File: config.mk
export PLATFORM = sky130hd
export DESIGN_NAME = acmc_top
export DESIGN_NICKNAME = d
export VERILOG_FILES = /design/src/hdl/acmc_pkg.sv /design/src/hdl/acmc_clk_div.sv /design/src/hdl/acmc_top.sv
export SDC_FILE = /design/constraint.sdc
export NUM_CORES = 1
export LEC_CHECK = 0
export BUFFER_PORTS_ARGS = -buffer_cell sky130_fd_sc_hd__buf_2
export CORE_UTILIZATION = 40
export DETAILED_ROUTE_END_ITERATION = 16
export GPL_ROUTABILITY_DRIVEN = 0
export SLEW_MARGIN = 20
export SYNTH_ARGS = -nofsm -noshare
export SYNTH_HDL_FRONTEND = slang
export SYNTH_HIERARCHICAL = 1
export SYNTH_SLANG_ARGS = --single-unit
File: constraint.sdc
create_clock -name clk -period 3.5 [get_ports clk]
set_clock_uncertainty 0.15 [all_clocks]
set_input_delay 0.175 -clock clk [delete_from_list [all_inputs] [get_ports clk]]
set_output_delay 0.175 -clock clk [all_outputs]
set_load 0.005 [all_outputs]
File: src/hdl/acmc_pkg.sv
// Constants, field layouts and state types of the converter clock and mode block.
// Assumes a 32-bit AHB-Lite register bus and a single 100 MHz bus clock.
package acmc_pkg;

   // Register indices; each byte address is four times the index
   localparam logic [5:0] CTRL_IDX     = 6'h02;
   localparam logic [5:0] STATUS_IDX   = 6'h04;
   localparam logic [5:0] IRQ_STAT_IDX = 6'h05;
   localparam logic [5:0] IRQ_MASK_IDX = 6'h06;
   localparam logic [5:0] RESULT_IDX   = 6'h07;

   // Values after reset
   localparam logic [7:0] CTRL_RESET     = 8'h00;
   localparam logic [2:0] IRQ_RESET      = 3'h0;

   // Event bit positions in the status and mask registers
   localparam int EVT_DONE_BIT = 0;
   localparam int EVT_FULL_BIT = 1;
   localparam int EVT_OVWR_BIT = 2;

   // Status register bit positions
   localparam int STAT_FULL_BIT  = 0;
   localparam int STAT_EMPTY_BIT = 1;
   localparam int STAT_BUSY_BIT  = 2;

   // Result queue
   localparam int         RES_W     = 12;
   localparam logic [2:0] Q_DEPTH   = 3'h4;

   // Cycle counts, in internal conversion clock ticks
   localparam logic [4:0] SHORT_SAMPLE_TICKS = 5'h04;
   localparam logic [4:0] LONG_SAMPLE_TICKS  = 5'h14;
   localparam logic [4:0] BITS_8             = 5'h08;
   localparam logic [4:0] BITS_10            = 5'h0a;
   localparam logic [4:0] BITS_12            = 5'h0c;

   // Input clock source codes
   localparam logic [1:0] SRC_BUS      = 2'h0;
   localparam logic [1:0] SRC_BUS_HALF = 2'h1;
   localparam logic [1:0] SRC_ALT      = 2'h2;
   localparam logic [1:0] SRC_ASYNC    = 2'h3;

   // Resolution codes
   localparam logic [1:0] RES_8  = 2'h0;
   localparam logic [1:0] RES_10 = 2'h1;
   localparam logic [1:0] RES_12 = 2'h2;

   // Clock and mode control register layout, bit 7 down to bit 0
   typedef struct packed {
      logic       low_power_select;
      logic [1:0] clock_divide_select;
      logic       long_sample_select;
      logic [1:0] resolution_select;
      logic [1:0] input_clock_select;
   } acmc_ctrl_t;

   // Settings handed to the converter core
   typedef struct packed {
      logic       low_power_select;
      logic       long_sample_select;
      logic [1:0] resolution_select;
   } acmc_core_cfg_t;

   typedef enum logic [1:0] {
      ACMC_IDLE    = 2'b00,
      ACMC_SAMPLE  = 2'b01,
      ACMC_CONVERT = 2'b10
   } acmc_conv_st_t;

   typedef struct packed {
      logic [2:0] cnt;
   } acmc_div_state_t;

   typedef struct packed {
      acmc_ctrl_t                ctrl;
      acmc_ctrl_t                applied;
      acmc_conv_st_t             st;
      logic [4:0]                cnt;
      logic [3:0][RES_W-1:0]     q;
      logic [1:0]                wp;
      logic [1:0]                rp;
      logic [2:0]                count;
      logic [2:0]                irq_stat;
      logic [2:0]                irq_mask;
      logic                      dp_valid;
      logic                      dp_write;
      logic [5:0]                dp_idx;
      logic [31:0]               rdata;
      logic                      half_tgl;
      logic [1:0]                alt_sync;
      logic                      alt_prev;
      logic [1:0]                ack_sync;
      logic                      ack_prev;
   } acmc_state_t;

endpackage : acmc_pkg

File: src/hdl/acmc_clk_div.sv
// Power-of-two divider that turns source ticks into conversion clock ticks.
// Assumes src_tick is a one-cycle enable on the bus clock.
`timescale 1ns/100ps
module acmc_clk_div (
   input  wire logic       clk,
   input  wire logic       rst_n,
   input  wire logic       src_tick,
   input  wire logic [1:0] div_sel,
   output logic            div_tick
);

   acmc_pkg::acmc_div_state_t s_reg;
   acmc_pkg::acmc_div_state_t s_next;
   logic [2:0]                mask;

   // Codes 0..3 give divide by 1, 2, 4, 8
   always_comb begin
      unique case (div_sel)
         2'h0: mask = 3'h0;
         2'h1: mask = 3'h1;
         2'h2: mask = 3'h3;
         2'h3: mask = 3'h7;
      endcase
      div_tick = src_tick && ((s_reg.cnt & mask) == mask);
      s_next   = s_reg;
      if (src_tick) begin
         s_next.cnt = s_reg.cnt + 3'h1;
      end
   end

   always_ff @(posedge clk or negedge rst_n) begin
      if (!rst_n) begin
         s_reg <= '0;
      end else begin
         s_reg <= s_next;
      end
   end

endmodule : acmc_clk_div

File: src/hdl/acmc_top.sv
// Clock and mode control of the converter, its result queue and interrupt logic.
// Assumes an AHB-Lite master on clk, alternate and async clocks arriving as pins,
// and a converter core that holds sar_result stable while a conversion runs.
`timescale 1ns/100ps

// Functional notes
// - With the result queue holding all its entries the full flag is high and a new result replaces the oldest one.
// - Below full the flag is low and each new result is stored with no older entry lost.
// - Bit 7 picks the high-speed converter setting at 0 and the reduced-power, slower setting at 1.
// - Bits 6 to 5 divide the chosen input clock by 1, 2, 4 or 8 to make the conversion clock.
// - Bit 4 picks a short sampling period at 0 and a longer one at 1, stretching the conversion.
// - Bits 3 to 2 pick 8, 10 or 12 bit results, with code 11 reserved.
// - Bits 1 to 0 pick bus clock, bus clock halved, alternate clock or the converter's own clock.
// - The control register reads and writes all eight bits and is zero after reset.
module acmc_top (
   input  wire logic                     clk,
   input  wire logic                     rst_n,
   // AHB-Lite slave
   input  wire logic                     hsel,
   input  wire logic [31:0]              haddr,
   input  wire logic [1:0]               htrans,
   input  wire logic                     hwrite,
   input  wire logic [2:0]               hsize,
   input  wire logic [31:0]              hwdata,
   input  wire logic                     hready,
   output logic                          hreadyout,
   output logic                          hresp,
   output logic [31:0]                   hrdata,
   // Clock sources from outside the bus clock domain
   input  wire logic                     alternate_clock,
   input  wire logic                     converter_async_clock,
   // Converter core
   input  wire logic                     conv_start,
   input  wire logic [11:0]              sar_result,
   output acmc_pkg::acmc_core_cfg_t      core_cfg,
   output logic                          internal_conversion_clock,
   output logic                          conversion_busy,
   output logic                          result_queue_full_flag,
   output logic                          irq
);

   acmc_pkg::acmc_state_t s_reg;
   acmc_pkg::acmc_state_t s_next;

   logic        src_tick;
   logic        conv_tick;
   logic        take;
   logic [5:0]  take_idx;
   logic        pop;
   logic        push;
   logic        overwrite;
   logic [2:0]  count_n;
   logic [1:0]  rp_n;
   logic [2:0]  irq_clr;
   logic [2:0]  evt;
   logic [4:0]  n_bits;
   logic [11:0] res_masked;

   // Divider runs from the latched source; its code only changes while idle
   acmc_clk_div acmc_clk_div_inst (
      .clk      (clk),
      .rst_n    (rst_n),
      .src_tick (src_tick),
      .div_sel  (s_reg.applied.clock_divide_select),
      .div_tick (conv_tick)
   );

   // Source tick selection; pin clocks are edge detected after the second flop
   always_comb begin
      unique case (s_reg.applied.input_clock_select)
         acmc_pkg::SRC_BUS:      src_tick = 1'b1;
         acmc_pkg::SRC_BUS_HALF: src_tick = s_reg.half_tgl;
         acmc_pkg::SRC_ALT:      src_tick = s_reg.alt_sync[1] & ~s_reg.alt_prev;
         acmc_pkg::SRC_ASYNC:    src_tick = s_reg.ack_sync[1] & ~s_reg.ack_prev;
      endcase
   end

   // Bits per result from the latched resolution; reserved code runs as 12
   always_comb begin
      unique case (s_reg.applied.resolution_select)
         acmc_pkg::RES_8: begin
            n_bits     = acmc_pkg::BITS_8;
            res_masked = {4'h0, sar_result[7:0]};
         end
         acmc_pkg::RES_10: begin
            n_bits     = acmc_pkg::BITS_10;
            res_masked = {2'h0, sar_result[9:0]};
         end
         default: begin
            n_bits     = acmc_pkg::BITS_12;
            res_masked = sar_result;
         end
      endcase
   end

   // Bus address phase decode
   assign take     = hsel && htrans[1] && hready;
   assign take_idx = haddr[7:2];
   assign pop      = take && !hwrite && (take_idx == acmc_pkg::RESULT_IDX) && (s_reg.count != 3'h0);

   // Whole next state
   always_comb begin
      s_next    = s_reg;
      push      = 1'b0;
      overwrite = 1'b0;
      irq_clr   = 3'h0;
      evt       = 3'h0;

      // Synchronisers and the halved bus clock
      s_next.half_tgl = ~s_reg.half_tgl;
      s_next.alt_sync = {s_reg.alt_sync[0], alternate_clock};
      s_next.alt_prev = s_reg.alt_sync[1];
      s_next.ack_sync = {s_reg.ack_sync[0], converter_async_clock};
      s_next.ack_prev = s_reg.ack_sync[1];

      // Conversion sequencer, counting conversion clock ticks
      unique case (s_reg.st)
         acmc_pkg::ACMC_IDLE: begin
            s_next.applied = s_reg.ctrl;
            if (conv_start) begin
               s_next.st  = acmc_pkg::ACMC_SAMPLE;
               s_next.cnt = s_reg.ctrl.long_sample_select ? acmc_pkg::LONG_SAMPLE_TICKS - 5'h01
                                                           : acmc_pkg::SHORT_SAMPLE_TICKS - 5'h01;
            end
         end
         acmc_pkg::ACMC_SAMPLE: begin
            if (conv_tick) begin
               if (s_reg.cnt == 5'h00) begin
                  s_next.st  = acmc_pkg::ACMC_CONVERT;
                  s_next.cnt = n_bits - 5'h01;
               end else begin
                  s_next.cnt = s_reg.cnt - 5'h01;
               end
            end
         end
         acmc_pkg::ACMC_CONVERT: begin
            if (conv_tick) begin
               if (s_reg.cnt == 5'h00) begin
                  s_next.st = acmc_pkg::ACMC_IDLE;
                  push      = 1'b1;
               end else begin
                  s_next.cnt = s_reg.cnt - 5'h01;
               end
            end
         end
         default: begin
            s_next.st = acmc_pkg::ACMC_IDLE;
         end
      endcase

      // Result queue; a pop in the same cycle frees room before the push
      count_n = s_reg.count;
      rp_n    = s_reg.rp;
      if (pop) begin
         rp_n    = s_reg.rp + 2'h1;
         count_n = s_reg.count - 3'h1;
      end
      if (push) begin
         s_next.q[s_reg.wp] = res_masked;
         s_next.wp          = s_reg.wp + 2'h1;
         if (count_n == acmc_pkg::Q_DEPTH) begin
            rp_n      = rp_n + 2'h1;
            overwrite = 1'b1;
         end else begin
            count_n = count_n + 3'h1;
         end
      end
      s_next.rp    = rp_n;
      s_next.count = count_n;

      // Events
      evt[acmc_pkg::EVT_DONE_BIT] = push;
      evt[acmc_pkg::EVT_FULL_BIT] = push && !overwrite && (count_n == acmc_pkg::Q_DEPTH);
      evt[acmc_pkg::EVT_OVWR_BIT] = overwrite;

      // Data phase of a write
      if (s_reg.dp_valid && s_reg.dp_write) begin
         unique case (s_reg.dp_idx)
            acmc_pkg::CTRL_IDX:     s_next.ctrl = acmc_pkg::acmc_ctrl_t'(hwdata[7:0]);
            acmc_pkg::IRQ_STAT_IDX: irq_clr = hwdata[2:0];
            acmc_pkg::IRQ_MASK_IDX: s_next.irq_mask = hwdata[2:0];
            default:                s_next.ctrl = s_reg.ctrl;
         endcase
      end
      // Set wins over a clear in the same cycle
      s_next.irq_stat = (s_reg.irq_stat & ~irq_clr) | evt;

      // Address phase; read data is captured now and shown in the data phase
      s_next.dp_valid = take;
      if (take) begin
         s_next.dp_write = hwrite;
         s_next.dp_idx   = take_idx;
      end
      if (take && !hwrite) begin
         unique case (take_idx)
            acmc_pkg::CTRL_IDX:     s_next.rdata = {24'h000000, s_reg.ctrl};
            acmc_pkg::STATUS_IDX: begin
               s_next.rdata                           = 32'h00000000;
               s_next.rdata[acmc_pkg::STAT_FULL_BIT]  = (s_reg.count == acmc_pkg::Q_DEPTH);
               s_next.rdata[acmc_pkg::STAT_EMPTY_BIT] = (s_reg.count == 3'h0);
               s_next.rdata[acmc_pkg::STAT_BUSY_BIT]  = (s_reg.st != acmc_pkg::ACMC_IDLE);
            end
            acmc_pkg::IRQ_STAT_IDX: s_next.rdata = {29'h00000000, s_reg.irq_stat};
            acmc_pkg::IRQ_MASK_IDX: s_next.rdata = {29'h00000000, s_reg.irq_mask};
            acmc_pkg::RESULT_IDX:   s_next.rdata = (s_reg.count != 3'h0) ? {20'h00000, s_reg.q[s_reg.rp]}
                                                                         : 32'h00000000;
            default:                s_next.rdata = 32'h00000000;
         endcase
      end
   end

   // One register stage for all state
   always_ff @(posedge clk or negedge rst_n) begin
      if (!rst_n) begin
         s_reg          <= '0;
         s_reg.ctrl     <= acmc_pkg::acmc_ctrl_t'(acmc_pkg::CTRL_RESET);
         s_reg.applied  <= acmc_pkg::acmc_ctrl_t'(acmc_pkg::CTRL_RESET);
         s_reg.st       <= acmc_pkg::ACMC_IDLE;
         s_reg.irq_stat <= acmc_pkg::IRQ_RESET;
         s_reg.irq_mask <= acmc_pkg::IRQ_RESET;
      end else begin
         s_reg <= s_next;
      end
   end

   // Zero wait states and always OKAY, so no stall path exists
   assign hreadyout                  = 1'b1;
   assign hresp                      = 1'b0;
   assign hrdata                     = s_reg.rdata;
   assign core_cfg.low_power_select  = s_reg.applied.low_power_select;
   assign core_cfg.long_sample_select = s_reg.applied.long_sample_select;
   assign core_cfg.resolution_select = s_reg.applied.resolution_select;
   assign internal_conversion_clock  = conv_tick;
   assign conversion_busy            = (s_reg.st != acmc_pkg::ACMC_IDLE);
   assign result_queue_full_flag     = (s_reg.count == acmc_pkg::Q_DEPTH);
   assign irq                        = |(s_reg.irq_stat & s_reg.irq_mask);

endmodule : acmc_top

==> results.md <==
- Share of cells above drive strength 1: 0.3039
- # diodes: 0
- Clock buffer depth: 2
- Postcts setup bufs: 0
- Die span in y: 120.0 um
- Final Util: 0.5019
- H-tree levels: 4
- WS Path Type: reg -> reg
- Area growth from synthesis to layout: 20.81%
- Unrepaired setup endpoints after global routing: no
- Count of cell types in the netlist: 49
- FF-to-FF Start: s_reg[115]
- Lkg Pwr: 3.036 nW
- Crit path DAT: 3.04 ns
- Crit Path Max Fanout: 10
- Slew @ Worst Pin: 0.7014 ns
- Clk sink count: 114
- Pre-Repair DR Iteration Count: 5
- Routed WL: 11790 um
- DRC viols: 0
- Ranking of synthesized cells by area: dfrtp_1 51%, mux2_2 12%, buf_4 5.1%
- Top-count cell post-synth: dfrtp_1
- TNS Setup: 0 ns
- Site Rows: 42
- Max FFs per register: 91
- Worst-path clk slew: 0.05 ns
- Number of DRC markers in iteration 0: 155
- PostCTS Resize Cnt: 0
- #FFs+latches synth: 114
- Nets@finish: 657
- Top-area cell type share of the netlist area: 0.5125
- Clock root buffer: clkbuf_16
- Req. time, crit path: 3.64 ns
- Gr ovfl total: 0
- EDFF count, synth: 0
- Startpoint types: flop
- Fmax: 345.5 MHz
- Min-delay worst type: in -> reg
- Yosys warning count: 6
- Asr flop ratio synth: 1.000
- Worst-skew pair later-pin latency: 0.41 ns
- Ys flop type: dfrtp_1
- Area leader, netlist: dfrtp_1
- HPWL after DPL: 8145 um
- Vias in the first global route: 3758
- Crit path launch: s_reg[115]
- Die width: 120.0 um
- Initial Util: 0.4154
- Full die area: 14390 sq um
- Boundary pin count: 131
- Crit. End Element: flop
- Hold Startpoint: sar_result[8]
- Routed vias/inst: 5.047
- Core area: 13400 sq um
- Final period demand of the worst path: 2.894 ns
- Synthesized instance count: 474
- GRT Total Usage: 0.1734
- Status: complete, no violations
- First-pass GRT wire length: 18690 um
- Max-slew violations: 0
- Synth top cells by count: 114 x dfrtp_1, 59 x mux2_2, 47 x nand2_1, 39 x o21ai_0, 38 x buf_4
- Max-Cap Viols: 0
- Port buffer count: 54
- Final Hold Viols: 0
- Netlist Area Pre-Place: 5567 sq um
- Slew headroom: 0.5324
- Final ANT Viol Nets: 0
- Final Cycle Share: 0.8270
- TritonCTS clock tree: built
- Num CTS Buffers: 17
- Peak supply drop: 0.0003644 V
- Initial antenna violation count: 0
- Final setup viols: 0
- Vias after detailed routing: 3745
- Wire per inst: 15.89 um
- Sequential area share after synthesis: 0.5125
- PwrDens: 619.6 nW/um^2
- Largest net degree at the start of global routing: 65
- Avg Cell Area, Syn: 11.74 sq um
[critical path, cell delays in order, from the launching register on]
cell and delay [ns]:
dfrtp_1 0.41, nor2_1 0.11, a32oi_1 0.06, a21oi_1 0.37, o21ai_1 0.12, a21oi_1 0.26, and2_1 0.23, and2_1 0.31
nand2_1 0.23, buf_4 0.25, mux2_2 0.28
[path summary, 6_finish.rpt]
kind	end	slack (ns)	cells after the start
max	s_reg[100]	0.61	10
min	s_reg[68]	0.04	3
max reg2reg	s_reg[100]	0.61	10
min reg2reg	s_next[0]	0.20	0
max in group asynchronous	s_next[3]	2.24	3
min in group asynchronous	s_reg[108]	0.19	2
[cell type report]
| cell class | instances | area, sq um |
|---|---|---|
| Clock buffer | 24 | 491.7 |
| Clock inverter | 6 | 55.05 |
| Fill cell | 1194 | 6675 |
| Inverter | 19 | 71.32 |
| Multi-Input combinational cell | 308 | 2369 |
| Sequential cell | 114 | 2853 |
| Tap cell | 176 | 220.2 |
| Timing Repair Buffer | 95 | 665.6 |
[stage by stage]
stage          power (mW)  setup WS (ns)  hold slack (ns)  std cells  instance area (sq um)
2_1_floorplan       2.306         0.7558          -0.2706        494                   5642
3_3_place_gp        2.538         0.6060          0.08864        683                   5888
3_5_place_dp        2.573         0.5866           0.1009        683                   5888
4_1_cts             4.220         0.5514          0.02591        742                   6725
5_1_grt             4.391         0.3609          0.03918        742                   6725
6_report            4.167         0.6056          0.03566        742                   6725
[kinds of logic after synthesis]
group,after synthesis,share of synthesized area
AO/OA/AOI/OAI,85,0.09283
XOR/XNOR,12,0.01888
adder cells (fa/ha/maj),13,0.02922
buffers and inverters,72,0.07552
flip-flops,114,0.5125
multiplexers,75,0.1760
other,2,0.001349
AND/OR/NAND/NOR,101,0.09373
[power by group]
group	switching, mW	internal [mW]	total (mW)
logic	0.462	0.446	0.908
registers	0.165	1.50	1.67
clock network	0.556	1.03	1.59
[placed cells by master (no fill, tap or decap), types with 12 or more instances in the layout]
cell type      count
dlygate4sd3_1     29
ha_1              13
dfrtp_1          114
inv_1             19
conb_1            22
a21oi_1           18
mux2_2            59
buf_2             53
buf_4             12
clkbuf_16         17
nand2_1           47
o21ai_0           39
nor2_1            20
mux4_2            12
[timing repair]
item | CTS | global route
hold buffers | 29 | 0
hold endpoints to repair | 118 | 0
endpoints found under the setup margin | 0 | 0
[per-layer routing]
layer,GRT usage,routed length (um),vias up
li1,-,-,1783
met1,0.2145,5246,1847
met2,0.2777,5695,100
met3,0.06369,656,15
met4,0.06094,190,0
met5,0,0,-
Power figures use the tool's default switching activity.
